==> src/rtl/fpm_pkg.sv <==
// Constants and types for the file-processor memory and bus control block.
// Assumes a 10 MHz clock; all offsets are local processor I/O addresses.
package fpm_pkg;

  // ==========================================
  // Local I/O ports and the host attention port
  localparam logic [15:0] CMD_OFS    = 16'h0608;
  localparam logic [15:0] DISK_OFS   = 16'h060c;
  localparam logic [15:0] STAT_OFS   = 16'h0700;
  localparam logic [15:0] ERROR_FLAGS_CLEAR_OFS = 16'h0606;
  localparam logic [15:0] PAGE_OFS   = 16'h0604;
  localparam logic [15:0] ATTN_ADDR  = 16'h000e;

  // ==========================================
  // Command and status bit positions
  localparam int CMD_CLR_BIT   = 8;
  localparam int CMD_HINT_BIT  = 10;
  localparam int CMD_NMI_BIT   = 11;
  localparam int CMD_BURST_BIT = 12;
  localparam int CMD_LOCK_BIT  = 13;
  localparam int STAT_PWR_BIT  = 8;
  localparam int STAT_MEM_BIT  = 9;
  localparam int STAT_PAR_BIT  = 10;

  // ==========================================
  // Reset values
  localparam logic [15:0] DISK_RST = 16'h0000;
  localparam logic [5:0]  PAGE_RST = 6'h00;

  // ==========================================
  // Processor address regions and fitted sizes
  localparam logic [1:0]  RGN_RAM   = 2'b00;
  localparam logic [1:0]  RGN_SYS   = 2'b10;
  localparam logic [1:0]  RGN_ROM   = 2'b11;
  localparam logic [17:0] ROM_BASIC = 18'h02000;
  localparam logic [17:0] ROM_BIG   = 18'h04000;
  localparam logic [17:0] RAM_BASIC = 18'h08000;
  localparam logic [17:0] RAM_BIG   = 18'h20000;

  // ==========================================
  // Timing
  localparam int CLK_NS      = 100;
  localparam int CLR_MIN_US  = 25;
  localparam int REFRESH_NS  = 15600;
  localparam int CLR_MIN_CYC = (CLR_MIN_US * 1000 + CLK_NS - 1) / CLK_NS;
  localparam int REF_CYC     = REFRESH_NS / CLK_NS;

  typedef enum logic [3:0] {
    ST_IDLE, ST_RAS, ST_CAS, ST_REF1, ST_REF2, ST_ROM, ST_BREQ, ST_BCMD, ST_DONE
  } fpm_state_t;

endpackage
==> src/rtl/fpm_bus_ctrl.sv <==
// Memory decode, local arbitration and system-bus control of the file processor.
// Processor and DMA requests are on CLK; bus, error and jumper pins are asynchronous.
`timescale 1ns/1ps

// What this block does
// - Only the lower 16 system bus data lines carry the board's transfers.
// - Request the bus on request line 0 with top priority.
// - Host write to I/O 000Eh becomes a local attention interrupt.
// - DMA reaches all system memory with a 24-bit address.
// - Six-bit page register supplies upper system address bits.
// - One master at a time; DMA beats processor on a tie.
// - Byte and word accesses for both processor and DMA.
// - Processor reaches PROM, RAM, system memory; DMA system memory only.
// - Top two address bits: 00 RAM, 10 system, 11 PROM, 01 unused.
// - Window 80000h to BFFFFh maps to system memory through the page.
// - PROM 8K or 16K, local RAM 32K or 128K decoded.
// - RAM controller makes RAS/CAS, refresh arbitration and wait states.
// - Local parity, system parity, out-of-bounds errors raise NMI.
// - Bus read/write strobes plus width signals encode transfer width.
// - Bus exchange handled and data transceivers steered per transfer.
// - Command 0608 write, disk mode 060C write, status 0700 read.
// - Command bit 8 low clears controller board, at least 25 us.
// - Command bit 10 interrupts the host on bus interrupt line 0.
// - Command bit 11 gates error NMIs to the local processor.
// - Command bit 12 enables DMA burst limiting.
// - Command bit 13 asserts bus lock to keep the bus.
// - Reset clears the NMI gate.
// - I/O write to 0606h clears the latched error flags.
// - Status bits 8 power fail, 9 system error, 10 parity; 14-15 zero.
module fpm_bus_ctrl import fpm_pkg::*; (
  // Clock and reset
  input  wire logic        CLK,
  input  wire logic        SRST,
  // Local processor
  input  wire logic        CPU_REQ,
  input  wire logic        CPU_IO,
  input  wire logic        CPU_WR,
  input  wire logic        CPU_BHE_N,
  input  wire logic [19:0] CPU_ADDR,
  input  wire logic [15:0] CPU_WDATA,
  output logic             CPU_READY,
  output logic      [15:0] CPU_RDATA,
  // DMA controller
  input  wire logic        DMA_REQ,
  input  wire logic        DMA_WR,
  input  wire logic        DMA_WORD,
  input  wire logic [23:0] DMA_ADDR,
  output logic             DMA_ACK,
  // Local memory
  output logic             RAM_RAS_N,
  output logic             RAM_CAS_N,
  output logic             RAM_WE_N,
  output logic             PROM_SEL_N,
  input  wire logic        RAM_PARITY_ERR,
  // System bus
  output logic      [23:0] SYS_ADDR,
  output logic             SYS_MRDC_N,
  output logic             SYS_MWTC_N,
  output logic             UPPER_BYTE_ENABLE_N,
  output logic             UPPER_WORD_ENABLE_N,
  output logic             BYTE_ADDRESS_BIT0,
  output logic             SYS_BREQ0_N,
  input  wire logic        SYS_BPRN_N,
  input  wire logic        SYS_BUSY_N_IN,
  output logic             SYS_BUSY_N_OUT,
  output logic             SYS_BUSY_OE_N,
  output logic             SYSTEM_BUS_LOCK_N,
  input  wire logic        SYS_XACK_N,
  input  wire logic        SYS_IOWC_N,
  input  wire logic [15:0] SYS_IO_ADDR,
  output logic             HOST_CPU_INTERRUPT_N,
  input  wire logic        SYS_PARITY_ERR,
  input  wire logic        SYS_BOUNDS_ERR,
  output logic             XCVR_LO_EN_N,
  output logic             XCVR_HI_EN_N,
  output logic             XCVR_TO_BUS,
  // Board control
  input  wire logic        POWER_FAIL,
  input  wire logic        PROM_LARGE,
  input  wire logic        RAM_LARGE,
  output logic             CHAN_ATTN_IRQ,
  output logic             NMI,
  output logic             CONTROLLER_BOARD_CLEAR_N,
  output logic             DMA_BURST_LIMIT_ENABLE,
  output logic      [15:0] DISK_MODE
);

  // ==========================================
  // Input synchronisers
  logic [25:0] sync_a;
  logic [25:0] sync_b;
  logic        bprn_n;
  logic        busy_n;
  logic        xack_n;
  logic        iowc_n;
  logic        ram_local_parity_error_flag;
  logic        sys_local_parity_error_flag;
  logic        sys_oob;
  logic        pwr_fail;
  logic        prom_large;
  logic        ram_large;
  logic [15:0] io_addr;

  always_ff @(posedge CLK) begin
    if (SRST) begin
      sync_a <= 26'h3c00000;
      sync_b <= 26'h3c00000;
    end else begin
      sync_a <= {SYS_BPRN_N, SYS_BUSY_N_IN, SYS_XACK_N, SYS_IOWC_N, RAM_PARITY_ERR,
                 SYS_PARITY_ERR, SYS_BOUNDS_ERR, POWER_FAIL, PROM_LARGE, RAM_LARGE,
                 SYS_IO_ADDR};
      sync_b <= sync_a;
    end
  end

  assign {bprn_n, busy_n, xack_n, iowc_n, ram_local_parity_error_flag, sys_local_parity_error_flag, sys_oob, pwr_fail,
          prom_large, ram_large, io_addr} = sync_b;

  // ==========================================
  // Processor address decode
  // A region may be only partly fitted; beyond the fitted size nothing is selected.
  function automatic logic fits(input logic [17:0] off, input logic big_fit,
                                input logic [17:0] basic, input logic [17:0] big);
    fits = off < (big_fit ? big : basic);
  endfunction

  logic [1:0]  cpu_rgn;
  logic        rom_hit;
  logic        ram_hit;
  logic        cpu_word;
  logic [5:0]  page;
  logic [23:0] cpu_sys_addr;

  assign cpu_rgn      = CPU_ADDR[19:18];
  // PROM sits at the top of its region so the reset vector always lands in it
  assign rom_hit      = (cpu_rgn == RGN_ROM) &&
                        fits(~CPU_ADDR[17:0], prom_large, ROM_BASIC, ROM_BIG);
  assign ram_hit      = (cpu_rgn == RGN_RAM) &&
                        fits(CPU_ADDR[17:0], ram_large, RAM_BASIC, RAM_BIG);
  assign cpu_word     = !CPU_BHE_N && !CPU_ADDR[0];
  assign cpu_sys_addr = {page, CPU_ADDR[17:0]};

  // ==========================================
  // Arbitration and memory sequencing
  fpm_state_t  state;
  fpm_state_t  next_state;
  logic        ref_due;
  logic [7:0]  ref_cnt;
  logic        take_dma;
  logic        take_cpu;
  logic        bus_held;
  logic        x_dma;
  logic        x_wr;
  logic        x_word;
  logic [23:0] x_addr;
  logic        cmd_lock;

  assign take_dma = (state == ST_IDLE) && !ref_due && DMA_REQ;
  assign take_cpu = (state == ST_IDLE) && !ref_due && !DMA_REQ && CPU_REQ;

  always_comb begin
    next_state = state;
    case (state)
      ST_IDLE: begin
        if (ref_due) begin
          next_state = ST_REF1;
        end else if (DMA_REQ) begin
          next_state = ST_BREQ;
        end else if (CPU_REQ) begin
          if (CPU_IO) begin
            next_state = ST_DONE;
          end else if (cpu_rgn == RGN_SYS) begin
            next_state = ST_BREQ;
          end else if (ram_hit) begin
            next_state = ST_RAS;
          end else if (rom_hit) begin
            next_state = ST_ROM;
          end else begin
            next_state = ST_DONE;
          end
        end
      end
      ST_RAS:  next_state = ST_CAS;
      ST_CAS:  next_state = ST_DONE;
      ST_REF1: next_state = ST_REF2;
      ST_REF2: next_state = ST_IDLE;
      ST_ROM:  next_state = ST_DONE;
      ST_BREQ: begin
        if (bus_held || (!bprn_n && busy_n)) begin
          next_state = ST_BCMD;
        end
      end
      ST_BCMD: begin
        if (!xack_n) begin
          next_state = ST_DONE;
        end
      end
      ST_DONE: next_state = ST_IDLE;
      default: next_state = ST_IDLE;
    endcase
  end

  always_ff @(posedge CLK) begin
    if (SRST) begin
      state <= ST_IDLE;
    end else begin
      state <= next_state;
    end
  end

  // Latched transfer of whichever master won
  always_ff @(posedge CLK) begin
    if (SRST) begin
      x_dma  <= 1'b0;
      x_wr   <= 1'b0;
      x_word <= 1'b0;
      x_addr <= '0;
    end else if (take_dma) begin
      x_dma  <= 1'b1;
      x_wr   <= DMA_WR;
      x_word <= DMA_WORD;
      x_addr <= DMA_ADDR;
    end else if (take_cpu) begin
      x_dma  <= 1'b0;
      x_wr   <= CPU_WR;
      x_word <= cpu_word;
      x_addr <= cpu_sys_addr;
    end
  end

  // Refresh request; a new request wins over the clear
  always_ff @(posedge CLK) begin
    if (SRST) begin
      ref_cnt <= 8'(REF_CYC - 1);
      ref_due <= 1'b0;
    end else begin
      ref_cnt <= (ref_cnt == 8'h00) ? 8'(REF_CYC - 1) : ref_cnt - 8'h01;
      ref_due <= (ref_cnt == 8'h00) || (ref_due && next_state != ST_REF1);
    end
  end

  // Local memory strobes, CAS before RAS on refresh
  always_ff @(posedge CLK) begin
    if (SRST) begin
      RAM_RAS_N  <= 1'b1;
      RAM_CAS_N  <= 1'b1;
      RAM_WE_N   <= 1'b1;
      PROM_SEL_N <= 1'b1;
    end else begin
      RAM_RAS_N  <= !(next_state inside {ST_RAS, ST_CAS, ST_REF2});
      RAM_CAS_N  <= !(next_state inside {ST_CAS, ST_REF1, ST_REF2});
      RAM_WE_N   <= !(next_state == ST_CAS && x_wr);
      PROM_SEL_N <= !(next_state == ST_ROM);
    end
  end

  // Completion pulses; the processor stalls until its own ready
  always_ff @(posedge CLK) begin
    if (SRST) begin
      CPU_READY <= 1'b0;
      DMA_ACK   <= 1'b0;
    end else begin
      CPU_READY <= (next_state == ST_DONE) && !(x_dma && state != ST_IDLE) &&
                   !(state == ST_IDLE && DMA_REQ);
      DMA_ACK   <= (next_state == ST_DONE) && x_dma && state != ST_IDLE;
    end
  end

  // ==========================================
  // System bus exchange and strobes
  // Lock keeps ownership between transfers; other masters starve meanwhile.
  always_ff @(posedge CLK) begin
    if (SRST) begin
      bus_held       <= 1'b0;
      SYS_BREQ0_N    <= 1'b1;
      SYS_BUSY_N_OUT <= 1'b0;
      SYS_BUSY_OE_N  <= 1'b1;
    end else begin
      if (state == ST_BREQ && next_state == ST_BCMD) begin
        bus_held <= 1'b1;
      end else if (state == ST_DONE && !cmd_lock) begin
        bus_held <= 1'b0;
      end
      SYS_BREQ0_N    <= !(next_state == ST_BREQ && !bus_held);
      SYS_BUSY_N_OUT <= 1'b0;
      SYS_BUSY_OE_N  <= !((state == ST_BREQ && next_state == ST_BCMD) ||
                          (bus_held && !(state == ST_DONE && !cmd_lock)));
    end
  end

  always_ff @(posedge CLK) begin
    if (SRST) begin
      SYS_ADDR            <= '0;
      SYS_MRDC_N          <= 1'b1;
      SYS_MWTC_N          <= 1'b1;
      UPPER_BYTE_ENABLE_N <= 1'b1;
      UPPER_WORD_ENABLE_N <= 1'b1;
      BYTE_ADDRESS_BIT0   <= 1'b0;
      XCVR_LO_EN_N        <= 1'b1;
      XCVR_HI_EN_N        <= 1'b1;
      XCVR_TO_BUS         <= 1'b0;
    end else begin
      SYS_ADDR            <= x_addr;
      SYS_MRDC_N          <= !(next_state == ST_BCMD && !x_wr);
      SYS_MWTC_N          <= !(next_state == ST_BCMD && x_wr);
      UPPER_BYTE_ENABLE_N <= !(x_word || x_addr[0]);
      UPPER_WORD_ENABLE_N <= !x_addr[1];
      BYTE_ADDRESS_BIT0   <= x_addr[0];
      // Only the D0-D15 transceivers exist; odd bytes ride on the high lane
      XCVR_LO_EN_N        <= !(next_state == ST_BCMD && (x_word || !x_addr[0]));
      XCVR_HI_EN_N        <= !(next_state == ST_BCMD && (x_word || x_addr[0]));
      XCVR_TO_BUS         <= x_wr;
    end
  end

  // ==========================================
  // Local I/O ports
  logic        io_wr;
  logic        io_rd;
  logic        cmd_clr_n;
  logic        cmd_hint;
  logic        cmd_nmi;
  logic        cmd_burst;
  logic [7:0]  clr_cnt;
  logic        flag_pwr;
  logic        flag_mem;
  logic        flag_par;
  logic        err_clr;
  logic [15:0] status_word;

  assign io_wr   = take_cpu && CPU_IO && CPU_WR;
  assign io_rd   = take_cpu && CPU_IO && !CPU_WR;
  assign err_clr = io_wr && CPU_ADDR[15:0] == ERROR_FLAGS_CLEAR_OFS;

  // Only the defined command bits are stored
  always_ff @(posedge CLK) begin
    if (SRST) begin
      cmd_clr_n <= 1'b1;
      cmd_hint  <= 1'b0;
      cmd_nmi   <= 1'b0;
      cmd_burst <= 1'b0;
      cmd_lock  <= 1'b0;
    end else if (io_wr && CPU_ADDR[15:0] == CMD_OFS) begin
      cmd_clr_n <= CPU_WDATA[CMD_CLR_BIT];
      cmd_hint  <= CPU_WDATA[CMD_HINT_BIT];
      cmd_nmi   <= CPU_WDATA[CMD_NMI_BIT];
      cmd_burst <= CPU_WDATA[CMD_BURST_BIT];
      cmd_lock  <= CPU_WDATA[CMD_LOCK_BIT];
    end
  end

  always_ff @(posedge CLK) begin
    if (SRST) begin
      DISK_MODE <= DISK_RST;
      page      <= PAGE_RST;
    end else if (io_wr && CPU_ADDR[15:0] == DISK_OFS) begin
      DISK_MODE <= CPU_WDATA;
    end else if (io_wr && CPU_ADDR[15:0] == PAGE_OFS) begin
      page      <= CPU_WDATA[5:0];
    end
  end

  // Board clear is stretched so a short software pulse still lasts long enough
  always_ff @(posedge CLK) begin
    if (SRST) begin
      clr_cnt                  <= 8'h00;
      CONTROLLER_BOARD_CLEAR_N <= 1'b1;
    end else begin
      if (!cmd_clr_n) begin
        clr_cnt <= 8'(CLR_MIN_CYC - 1);
      end else if (clr_cnt != 8'h00) begin
        clr_cnt <= clr_cnt - 8'h01;
      end
      CONTROLLER_BOARD_CLEAR_N <= cmd_clr_n && clr_cnt == 8'h00;
    end
  end

  always_ff @(posedge CLK) begin
    if (SRST) begin
      HOST_CPU_INTERRUPT_N   <= 1'b1;
      DMA_BURST_LIMIT_ENABLE <= 1'b0;
      SYSTEM_BUS_LOCK_N      <= 1'b1;
    end else begin
      HOST_CPU_INTERRUPT_N   <= !cmd_hint;
      DMA_BURST_LIMIT_ENABLE <= cmd_burst;
      SYSTEM_BUS_LOCK_N      <= !cmd_lock;
    end
  end

  // ==========================================
  // Error flags and NMI; a standing error wins over the clear
  always_ff @(posedge CLK) begin
    if (SRST) begin
      flag_pwr <= 1'b0;
      flag_mem <= 1'b0;
      flag_par <= 1'b0;
      NMI      <= 1'b0;
    end else begin
      flag_pwr <= pwr_fail || (flag_pwr && !err_clr);
      flag_mem <= sys_local_parity_error_flag || sys_oob || (flag_mem && !err_clr);
      flag_par <= ram_local_parity_error_flag || (flag_par && !err_clr);
      NMI      <= cmd_nmi && (flag_pwr || flag_mem || flag_par);
    end
  end

  always_comb begin
    status_word               = 16'h0000;
    status_word[STAT_PWR_BIT] = flag_pwr;
    status_word[STAT_MEM_BIT] = flag_mem;
    status_word[STAT_PAR_BIT] = flag_par;
  end

  always_ff @(posedge CLK) begin
    if (SRST) begin
      CPU_RDATA <= 16'h0000;
    end else if (io_rd) begin
      CPU_RDATA <= (CPU_ADDR[15:0] == STAT_OFS) ? status_word : 16'h0000;
    end
  end

  // ==========================================
  // Channel attention from the host
  logic iowc_prev;

  always_ff @(posedge CLK) begin
    if (SRST) begin
      iowc_prev     <= 1'b1;
      CHAN_ATTN_IRQ <= 1'b0;
    end else begin
      iowc_prev     <= iowc_n;
      CHAN_ATTN_IRQ <= iowc_prev && !iowc_n && io_addr == ATTN_ADDR;
    end
  end

endmodule // fpm_bus_ctrl

==> config.mk <==
export PLATFORM = sky130hd
export DESIGN_NAME = fpm_bus_ctrl
export DESIGN_NICKNAME = d
export VERILOG_FILES = /design/src/rtl/fpm_pkg.sv /design/src/rtl/fpm_bus_ctrl.sv
export SDC_FILE = /design/constraint.sdc
export NUM_CORES = 1
export LEC_CHECK = 0
export ABC_AREA = 1
export BUFFER_PORTS_ARGS = -buffer_cell sky130_fd_sc_hd__buf_2
export CAP_MARGIN = 20
export CORE_ASPECT_RATIO = 1.25
export CORE_MARGIN = 3
export CORE_UTILIZATION = 40
export CTS_CLUSTER_DIAMETER = 150
export DETAILED_ROUTE_END_ITERATION = 16
export HOLD_SLACK_MARGIN = 0.08
export PLACE_DENSITY = 0.66
export SLEW_MARGIN = 20
export SYNTH_ARGS = -nofsm -noshare
export SYNTH_HDL_FRONTEND = slang
export SYNTH_SLANG_ARGS = --single-unit
==> constraint.sdc <==
create_clock -name CLK -period 1.93 [get_ports CLK]
set_input_delay 0.2895 -clock CLK [delete_from_list [all_inputs] [get_ports CLK]]
set_output_delay 0.2895 -clock CLK [all_outputs]
set_load 0.01 [all_outputs]
==> qor.yml, run 1 <==
cts_tree: "done"
postPlaceCellArea_um2: 7800
syn_avg_cell_area_um2: 7.89
p_per_area_nw_per_um2: 1040
drt_iter0_markers: 359
placementRows: 52
grt_pass1_vias: 5329
synth_area_um2: 6780
cp-start-kind: "flip-flop"
dpl.hpwl_mm: 11.0
synth_ff_type: "dfxtp_1"
final_cell_area_um2: 8630
cts_made_buffers: 17
leakagePower_nw: 4.11
cts-root-buf: "clkbuf_16"
worstReg2RegEnd: "page[1]"
fmax_mhz: 544
path_max_fanout: 12
rrSetupSlack_ns: 0.09
worstSetupStartpoint: "state[0]"
core_um2: 16400
path_clk_slew_ns: 0.07
die_w_um: 122
critical_path_class: "flip-flop to flip-flop"
io_pins: 174
antenna_left: 0
path_cells: "nor2_4 -> nand2_4 -> nor2_4 -> nand3_4 -> nor2_4 -> nand2_2 -> nor3_2 -> nand2_2 -> nor2_1 -> a211oi_2"
synth-seq-cells: 180
overflow: 0
via_count: 5702
drc_errors: 0
r2r_start: "state[0]"
crit_path_max_incr_delay_ns: 0.37
cp_top_family: "simple AND/OR/NAND/NOR gates"
wl_per_cell_um: 12.2
ir_worst_vdd_uv: 602
async_flop_share_pct: 0
setup_tns_ns: 0
drtPass1Iterations: 4
fin_skew_ns: 0.00932
dp_slack_ns: -0.0528
crit_required_ns: 2.23
clock_latency_ns: 0.43
synthToLayoutAreaGrowth_pct: 27.2
yosysSeqAreaShare_pct: 53.1
cts.sinks: 180
nets: 1143
antenna_found_initial: 0
hp-class: "primary input to flip-flop"
htree_levels: 4
post-route-period-util_pct: 95.3
gp_congestion: 0.850
syn_inst: 860
rsz0062_at_grt: "true"
grt_max_degree: 56
post-cts-setup-buffers: 0
track_usage_pct: 17.1
ys_types: 45
fp.dieH_um: 152
via_per_inst: 4.48
clockBufferDepth: 2
antenna_cells: 0
reg2regPathDepth: 10
grt_pass1_wl_mm: 25.0
port_buffers: 159
final_hold_viol_count: 0
wl_mm: 15.5
cp-end-kind: "flip-flop"
initial_core_util_pct: 41.4
maxCapViolations: 0
synth_edf_count: 0
status: "finished, final reports clean"
finalPower_w: 0.00896
crit_end: "page[1]"
cp.buffers_inverters: 0
drive_gt1_share_pct: 23.7
setup_viol: 0
path_depth: 10
yosysWarningCount: 0
slew_violations: 0
fin_ws_ns: 0.0903
worstPathArrival_ns: 2.14
crit_top_cell: "nor2_4"
crit_slowest_cell: "dfxtp_1"
period_needed_ns: 1.84
die_area_um2: 18600
[routing by layer]
| layer | part of all wire (%) | up-vias | GRT usage (%) | wire length (um) |
|---|---|---|---|---|
| li1 | - | 2993 | - | - |
| met1 | 41 | 2522 | 19.2 | 6300 |
| met2 | 50 | 171 | 30.3 | 7710 |
| met3 | 8.8 | 16 | 6.46 | 1370 |
| met4 | 1.0 | 0 | 4.76 | 162 |
| met5 | 0 | - | 0 | 0 |
[registers in the layout, summed over array words and instances, names as in the netlist, 3 cells and up]
| name | cells |
|---|---|
| ref_cnt | 8 |
| SYS_ADDR | 24 |
| DISK_MODE | 16 |
| page | 6 |
| x_addr | 24 |
| CPU_RDATA | 3 |
| sync_b | 26 |
| sync_a | 26 |
| state | 4 |
| clr_cnt | 8 |
[cells in the mapped netlist, drive strengths merged, types with 10 or more instances]
cell	count	share of area (%)
nand3	36	2.9
nor4	10	0.92
inv	162	9.0
buf	27	2.6
nand2	140	7.9
nor2	126	7.4
a21oi	36	3.2
dfxtp	180	53
or2	13	1.2
clkbuf	18	1.0
nor3	11	0.96
o21ai	62	4.6
[worst min path at each step]
stage | from | end | slack [ns] | cells after the start
3_5_place_dp | x_wr | SYS_MWTC_N | 0.37 | 1
6_report | CPU_WDATA[8] | cmd_clr_n | 0.12 | 3
2_1_floorplan | x_wr | SYS_MWTC_N | 0.37 | 1
4_1_cts | CPU_WDATA[8] | cmd_clr_n | 0.10 | 3
3_3_place_gp | ref_cnt[0] | ref_cnt[0] | 0.37 | 1
5_1_grt | CPU_WDATA[8] | cmd_clr_n | 0.13 | 3
[what timing repair did]
item,in CTS,in global routing
gates resized for setup,1,1
pin swaps,0,0
hold endpoints to repair,26,0
setup endpoints to repair,6,13
hold buffers,26,0
[layout make-up]
type	instances	area [um^2]
clock buffers	17	425
clock inverters	15	136
fillers	1594	7770
inverters	163	612
multi-input cells	485	2380
flip-flops and latches	180	3600
well taps	216	270
repair buffers	196	1200
[tightest hold or removal path, cell delays in order]
cell and delay [ns]:
buf_2 0.10, a21oi_1 0.06, o21ai_0 0.06
[cells by family (layout without fill, tap and decap cells)]
kind of cell             count (synthesis)  count (layout)  share of synthesized area [%]
AND/OR/NAND/NOR                        346             346                           22.4
buffers and inverters                  208             391                           12.6
flip-flops                             180             180                           53.1
AO/OA/AOI/OAI                          114             114                           10.1
XOR/XNOR                                 6               6                          0.775
adder cells (fa/ha/maj)                  5               5                          0.922
other                                    1              14                         0.0553
[metrics by stage]
stage                     util, %  cells  hold WS [ns]
final                        52.6   1272         0.122
after global routing         52.6   1272         0.126
after CTS                    52.6   1272         0.103
after detailed placement     47.6   1214         0.374
after global placement       47.6   1214         0.375
after floorplan                 -    873         0.366
[where the power goes]
group | switching [W] | total [W] | leakage [nW] | internal [W]
combinational | 0.000936 | 0.00154 | 2.36 | 0.000604
sequential | 0.000131 | 0.00415 | 1.47 | 0.00402
clock | 0.00156 | 0.00327 | 0.279 | 0.00171
total | 0.00263 | 0.00896 | 4.11 | 0.00633
[cell usage in the layout (no fill, tap or decap), types with 5 or more instances in the layout]
cell and count:
o21ai_0 52, inv_2 6, nor3_1 9, buf_2 158, buf_4 7, ha_1 5, o21ai_1 10, a211oi_2 6
nand2_1 136, or2_2 12, a21oi_2 10, conb_1 14, nor4_1 10, nor2_1 121, buf_12 5, a21oi_1 26
dfxtp_1 180, dlygate4sd3_1 26, clkbuf_16 17, inv_1 156, nand3_1 34
No activity file was read; power rests on OpenSTA's default activity.
==> run 2: changes to the inputs <==
--- a/config.mk
+++ b/config.mk
@@ -5,7 +5,6 @@
 export SDC_FILE = /design/constraint.sdc
 export NUM_CORES = 1
 export LEC_CHECK = 0
-export ABC_AREA = 1
 export BUFFER_PORTS_ARGS = -buffer_cell sky130_fd_sc_hd__buf_2
 export CAP_MARGIN = 20
 export CORE_ASPECT_RATIO = 1.25
@@ -14,7 +13,7 @@
 export CTS_CLUSTER_DIAMETER = 150
 export DETAILED_ROUTE_END_ITERATION = 16
 export HOLD_SLACK_MARGIN = 0.08
-export PLACE_DENSITY = 0.66
+export PLACE_DENSITY = 0.67
 export SLEW_MARGIN = 20
 export SYNTH_ARGS = -nofsm -noshare
 export SYNTH_HDL_FRONTEND = slang
==> run 2 against run 1 <==
The flow now finishes with violations (setup timing). Sequential cell count unchanged. Power up 2.4%. Register-to-register slack worse by 0.39 ns. Count of clock-buffer cells in the layout up 1. Core utilization up 4.8 points. Sequential power about the same. Combinational power up 10%. Sequential share of layout area down 1.8 points. Fmax down 18%. Worst hold slack worse by 0.016 ns. Largest power group unchanged. Highest routed layer unchanged.
==> qor.yml, run 2 <==
clock_latency_ns: 0.43  # about the same
comb_power_share_pct: 18.5  # was 17.2%
clockBufferDepth: 2  # unchanged
antenna_found_initial: 0  # unchanged
track_usage_pct: 17.4  # was 17.1%
placementRows: 51  # was 52
final_core_util_pct: 57.4  # was 52.6%
fp.dieH_um: 148  # was 152 um
hp-class: "primary input to flip-flop"  # unchanged
ys_types: 50  # was 45
sequentialPowerShare_pct: 45.4  # was 46.3%
grt_pass1_wl_mm: 24.4  # was 25.0 mm
die_area_um2: 17700  # was 18600 um^2
nets: 979  # was 1143
worstHoldStart: "CPU_WDATA[6]"  # was CPU_WDATA[8]
async_flop_share_pct: 0  # unchanged
synth-seq-cells: 180  # unchanged
cts.sinks: 180  # unchanged
initial_core_util_pct: 41.0  # was 41.4%
synth.most_common_cell: "dfxtp_1"  # unchanged
cts_tree: "done"  # unchanged
setup_tns_ns: -11.87  # was 0 ns
synthToLayoutAreaGrowth_pct: 39.9  # was 27.2%
hold_depth: 3  # unchanged
drt_iter0_markers: 232  # was 359
sw_frac_of_total_pct: 26.7  # was 29.4%
htree_levels: 4  # unchanged
syn_inst: 652  # was 860
r2r_start: "state[0]"  # unchanged
dp.cells: 1032  # was 1214
worst_slew_pin_slew_ns: 0.598
min_to: "DISK_MODE[6]"  # was cmd_clr_n
grt_max_degree: 89  # was 56
cts_made_buffers: 17  # unchanged
synth_top_area_share_pct: 55.9  # was 53.1%
largestRegisters: "sync_a (26), sync_b (26)"  # unchanged
leakagePower_nw: 3.82  # was 4.11 nW
drive_gt1_share_pct: 35.0  # was 23.7%
antenna_left: 0  # unchanged
wl_per_cell_um: 14.2  # was 12.2 um
synth_area_um2: 6440  # was 6780 um^2
max_slew_margin_pct: 59.7
power.switching_w: 0.00244  # was 0.00263 W
fin_skew_ns: 0.00697  # was 0.00932 ns
multi_input_area_um2: 2830  # was 2380 um^2
worstPathArrival_ns: 2.53  # was 2.14 ns
synth_ff_type: "dfxtp_1"  # unchanged
period_needed_ns: 2.23  # was 1.84 ns
cts-root-buf: "clkbuf_16"  # unchanged
wl_mm: 15.7  # was 15.5 mm
final_cells: 1104  # was 1272
synth_edf_count: 0  # unchanged
dpl.hpwl_mm: 10.5  # was 11.0 mm
ir_worst_vdd_uv: 626  # was 602 uV
rrSetupSlack_ns: -0.30  # was 0.09 ns
fmax_mhz: 448  # was 544 MHz
cp-end-kind: "flip-flop"  # unchanged
syn_avg_cell_area_um2: 9.88  # was 7.89 um^2
final_hold_viol_count: 0  # unchanged
via_count: 5136  # was 5702
worstReg2RegEnd: "DISK_MODE[15]"  # was page[1]
register_area_um2: 3610  # was 3600 um^2
final_cell_mix: "178 x dfxtp_1, 158 x buf_2, 71 x nor2b_1, 63 x nor2_1, 43 x buf_4"  # was 180 x dfxtp_1, 158 x buf_2, 156 x inv_1, 136 x nand2_1, 121 x nor2_1
post-route-period-util_pct: 116  # was 95.3%
p_per_area_nw_per_um2: 1020  # was 1040 nW/um^2
core_um2: 15700  # was 16400 um^2
die_w_um: 120  # was 122 um
gp_congestion: 0.804  # was 0.850
maxCapViolations: 0  # unchanged
mostFrequentLayoutCell: "dfxtp_1"  # unchanged
critical_path_class: "flip-flop to flip-flop"  # unchanged
rsz0062_at_grt: "true"  # unchanged
path_clk_slew_ns: 0.07  # about the same
yosysWarningCount: 0  # unchanged
intPower_w: 0.00673  # was 0.00633 W
num-fill-cells: 1403  # was 1594
netlist_top_cells_area: "dfxtp_1 56%, nor2b_1 7.0%, mux2i_1 5.7%"  # was dfxtp_1 53%, inv_1 8.7%, nand2_1 7.6%
failed_checks: "setup timing"
reg2regPathDepth: 8  # was 10
drtPass1Iterations: 4  # unchanged
crit_required_ns: 2.23  # about the same
ys_top_cells_by_count: "180 x dfxtp_1, 72 x nor2b_1, 69 x nor2_1"  # was 180 x dfxtp_1, 157 x inv_1, 137 x nand2_1
yosysTopAreaCell: "dfxtp_1"  # unchanged
io_pins: 174  # unchanged
status: "finished with violations"  # was finished, final reports clean
drc_errors: 0  # unchanged
antenna_cells: 0  # unchanged
slew_violations: 0  # unchanged
setup_viol: 60  # was 0
grt_pass1_vias: 4915  # was 5329
clockPowerShare_pct: 36.1  # was 36.5%
hold_ws_ns: 0.106  # was 0.122 ns
port_buffers: 159  # unchanged
fin_ws_ns: -0.304  # was 0.0903 ns
via_per_inst: 4.65  # was 4.48
overflow: 0  # unchanged
path_max_fanout: 8  # was 12
cp-start-kind: "flip-flop"  # unchanged
yosysSeqAreaShare_pct: 55.9  # was 53.1%
run 2: critical path: stages, from the launching register on:
cell	delay (ns)
dfxtp_2	0.32
or4_4	0.55
nor4b_4	0.28
buf_6	0.16
nand3_4	0.07
or3_4	0.43
buf_8	0.16
nand2_1	0.06
a21oi_1	0.06
run 2: final cells by class:
type                            instances  area share (%)
Clock buffer                           18            4.76
Clock inverter                         14            1.57
Inverter                               16           0.666
Multi-Input combinational cell        419            31.3
Sequential cell                       180            40.0
Tap cell                              212            2.94
Timing Repair Buffer                  245            18.7
run 2: stage by stage:
stage / worst slack, ns / area, um^2 / power [W]
final: -0.304 / 9020 / 0.00917
after global routing: -0.401 / 9020 / 0.00965
after CTS: -0.263 / 8730 / 0.00910
after detailed placement: -0.447 / 7680 / 0.00564
after global placement: -0.414 / 7680 / 0.00562
after floorplan: -0.445 / 6520 / 0.00515
run 2: per-layer routing:
layer,global-route usage [%],share of wire [%]
met1,20.9,43
met2,29.3,50
met3,5.17,5.0
met4,6.53,2.0
met5,0,0
run 2: power by group through the flow:
stage	registers [W]	logic [W]	clock network [W]
after floorplan	0.00425	0.000901	0
after CTS	0.00415	0.00154	0.00341
final	0.00416	0.00170	0.00331
after global placement	0.00423	0.00139	0
after global routing	0.00419	0.00187	0.00360
after detailed placement	0.00423	0.00140	0
run 2: worst max path at each step:
stage	slack, ns	endpoint	from
floorplan	-0.45	cmd_clr_n	state[0]
finish	-0.30	DISK_MODE[15]	state[0]
CTS	-0.26	cmd_burst	state[0]
global route	-0.40	cmd_burst	state[0]
detailed placement	-0.45	cmd_hint	CPU_ADDR[5]
global placement	-0.41	cmd_nmi	CPU_ADDR[5]
run 2: kinds of logic (layout without fill, tap and decap cells):
kind of cell	after synthesis	in the layout	synth area share [%]
AO/OA/AOI/OAI	87	87	8.95
XOR/XNOR	10	10	1.36
adder cells (fa/ha/maj)	5	5	0.971
buffers and inverters	66	293	4.93
flip-flops	180	180	55.9
multiplexers	37	37	5.75
other	1	14	0.0582
AND/OR/NAND/NOR	266	266	22.1
run 2: repair_timing:
item	CTS	global route
pin swaps	11	34
setup endpoints to repair	65	69
gates cloned	4	2
gates resized for setup	24	55
setup buffers	4	6
endpoints found under the hold margin	25	0
hold buffers	25	0
==> run 3: changes to the inputs <==
--- a/config.mk
+++ b/config.mk
@@ -9,11 +9,12 @@
 export CAP_MARGIN = 20
 export CORE_ASPECT_RATIO = 1.25
 export CORE_MARGIN = 3
-export CORE_UTILIZATION = 40
+export CORE_UTILIZATION = 52
+export CTS_BUF_LIST = sky130_fd_sc_hd__clkbuf_16
 export CTS_CLUSTER_DIAMETER = 150
 export DETAILED_ROUTE_END_ITERATION = 16
 export HOLD_SLACK_MARGIN = 0.08
-export PLACE_DENSITY = 0.67
+export PLACE_DENSITY = 0.82
 export SLEW_MARGIN = 20
 export SYNTH_ARGS = -nofsm -noshare
 export SYNTH_HDL_FRONTEND = slang
==> run 3 against run 2 <==
The run still ends with setup timing left. Fmax grew 1.7%. Combinational power shrank 3%. Via count grew 2.8%. Sequential power is essentially flat. Non-clock buffer count shrank 19. Register-to-register slack gained 0.04 ns.
==> qor.yml, run 3 (synthesized netlist as in run 2, its figures left out) <==
die_w_um: 106  # was 120 um
fin_skew_ns: 0.00746  # was 0.00697 ns
worstPathArrival_ns: 2.51  # was 2.53 ns
fin_ws_ns: -0.267  # was -0.304 ns
track_usage_pct: 22.9  # was 17.4%
worst_slew_pin_slew_ns: 0.590  # was 0.598 ns
slew_violations: 0  # unchanged
drive_gt1_share_pct: 33.8  # was 35.0%
num-fill-cells: 809  # was 1403
worstHoldStart: "PROM_LARGE"  # was CPU_WDATA[6]
crit_required_ns: 2.24  # was 2.23 ns
setup_tns_ns: -9.43  # was -11.87 ns
post-route-period-util_pct: 114  # was 116%
drt_iter0_markers: 293  # was 232
rrSetupSlack_ns: -0.27  # was -0.30 ns
via_per_inst: 5.11  # was 4.65
multi_input_area_um2: 2820  # was 2830 um^2
drc_errors: 0  # unchanged
cp-start-kind: "flip-flop"  # unchanged
max_slew_margin_pct: 60.3  # was 59.7%
clockBufferDepth: 2  # unchanged
mostFrequentLayoutCell: "dfxtp_1"  # unchanged
grt_pass1_wl_mm: 25.1  # was 24.4 mm
period_needed_ns: 2.20  # was 2.23 ns
ir_worst_vdd_uv: 594  # was 626 uV
worstReg2RegEnd: "cmd_burst"  # was DISK_MODE[15]
maxCapViolations: 0  # unchanged
leakagePower_nw: 3.74  # was 3.82 nW
via_count: 5280  # was 5136
min_to: "sync_a[17]"  # was DISK_MODE[6]
busiest_layer: "met2"  # unchanged
drtPass1Iterations: 5  # was 4
dpl.hpwl_mm: 10.6  # was 10.5 mm
intPower_w: 0.00658  # was 0.00673 W
rsz0062_at_grt: "true"  # unchanged
dp_slack_ns: -0.345  # was -0.447 ns
gr-usage-met2_pct: 41.9  # was 29.3%
sequentialPowerShare_pct: 45.5  # was 45.4%
fmax_mhz: 455  # was 448 MHz
use_met1_pct: 26.2  # was 20.9%
failed_checks: "setup timing"  # unchanged
cts.sinks: 180  # unchanged
hold_depth: 2  # was 3
final_cell_mix: "177 x dfxtp_1, 158 x buf_2, 71 x nor2b_1, 64 x nor2_1, 49 x nand2_1"  # was 178 x dfxtp_1, 158 x buf_2, 71 x nor2b_1, 63 x nor2_1, 43 x buf_4
grt_pass1_vias: 5153  # was 4915
dp.cells: 974  # was 1032
critical_path_class: "flip-flop to flip-flop"  # unchanged
path_max_fanout: 5  # was 8
synthToLayoutAreaGrowth_pct: 35.9  # was 39.9%
hp-class: "primary input to flip-flop"  # unchanged
initial_core_util_pct: 54.4  # was 41.0%
met3_usage_pct: 5.11  # was 5.17%
wl_per_cell_um: 15.8  # was 14.2 um
register_area_um2: 3610  # about the same
placementRows: 44  # was 51
die_area_um2: 13800  # was 17700 um^2
final_cells: 1034  # was 1104
power.switching_w: 0.00260  # was 0.00244 W
overflow: 0  # unchanged
core_um2: 11800  # was 15700 um^2
clock_latency_ns: 0.42  # was 0.43 ns
antenna_found_initial: 0  # unchanged
grt_max_degree: 64  # was 89
comb_power_share_pct: 18.0  # was 18.5%
clockPowerShare_pct: 36.5  # was 36.1%
cts_made_buffers: 17  # unchanged
r2r_start: "state[3]"  # was state[0]
reg2regPathDepth: 8  # unchanged
fp.dieH_um: 130  # was 148 um
nets: 960  # was 979
htree_levels: 4  # unchanged
path_clk_slew_ns: 0.07  # about the same
final_hold_viol_count: 0  # unchanged
wl_mm: 16.4  # was 15.7 mm
port_buffers: 159  # unchanged
status: "finished with violations"  # unchanged
setup_viol: 53  # was 60
cts_tree: "done"  # unchanged
p_per_area_nw_per_um2: 1050  # was 1020 nW/um^2
largestRegisters: "sync_a (26), sync_b (26)"  # unchanged
gp_congestion: 0.848  # was 0.804
sw_frac_of_total_pct: 28.3  # was 26.7%
cp-end-kind: "flip-flop"  # unchanged
antenna_left: 0  # unchanged
antenna_cells: 0  # unchanged
io_pins: 174  # unchanged
cts-root-buf: "clkbuf_16"  # unchanged
[run 3: cell types whose count changed in the layout (fill, tap and decap cells not counted), sizes merged]
cell         change
bufinv           -1
clkinvlp         -3
dlygate4sd3      -6
clkinv           +2
clkbuf           -1
buf             -13
inv              +3
[run 3: worst max-delay path by stage]
stage                           start            to  slack (ns)  depth (start not counted)
after floorplan              state[0]     cmd_clr_n       -0.45                          8
after global placement    CPU_ADDR[5]     cmd_burst       -0.37                          9
after detailed placement     state[0]     cmd_burst       -0.35                          8
after CTS                    state[3]     cmd_burst       -0.30                          8
after global routing         state[3]  DISK_MODE[0]       -0.37                          9
final                        state[3]     cmd_burst       -0.27                          8
[run 3: repair_timing]
action	in CTS	in global routing
endpoints found under the hold margin	18	1
resized for setup	25	40
hold buffers	18	1
pin swaps	13	8
buffers inserted	1	2
setup endpoints to repair	61	67
gates cloned	4	2
[run 3: final cells by class]
cell class / count / area share [%]
Timing Repair Buffer: 226 / 17.0
Tap cell: 161 / 2.30
Clock buffer: 17 / 4.86
Inverter: 16 / 0.686
Clock inverter: 15 / 1.83
Sequential cell: 180 / 41.2
Multi-Input combinational cell: 419 / 32.2
[run 3: worst max-delay path: stages (launching register included)]
cell	delay, ns
dfxtp_1	0.31
or4_4	0.55
nor4b_4	0.23
buf_4	0.19
nand3_4	0.07
or3_4	0.37
buf_6	0.14
mux2i_1	0.15
nor2_1	0.06
[run 3: per-layer routing]
| metal | wire length [um] | share of wire [%] | up-vias |
|---|---|---|---|
| li1 | - | - | 2585 |
| met1 | 6470 | 40 | 2461 |
| met2 | 8550 | 52 | 190 |
| met3 | 879 | 5.4 | 44 |
| met4 | 463 | 2.8 | 0 |
| met5 | 0 | 0 | - |
[run 3: power groups by stage]
| stage | clock network, W | registers [W] | logic [W] |
|---|---|---|---|
| detailed placement | 0 | 0.00424 | 0.00140 |
| global route | 0.00357 | 0.00420 | 0.00179 |
| CTS | 0.00339 | 0.00416 | 0.00150 |
| finish | 0.00335 | 0.00417 | 0.00165 |
| global placement | 0 | 0.00423 | 0.00134 |
| floorplan | 0 | 0.00425 | 0.000901 |
[run 3: through the flow]
stage	cell area [um^2]	hold slack (ns)	utilization [%]	power, W
final	8760	0.0886	74.0	0.00918
after global routing	8760	0.0800	74.0	0.00956
after CTS	8530	0.0834	72.0	0.00905
after detailed placement	7570	0.386	63.9	0.00564
after global placement	7570	0.382	63.9	0.00556
after floorplan	6520	0.370	-	0.00515
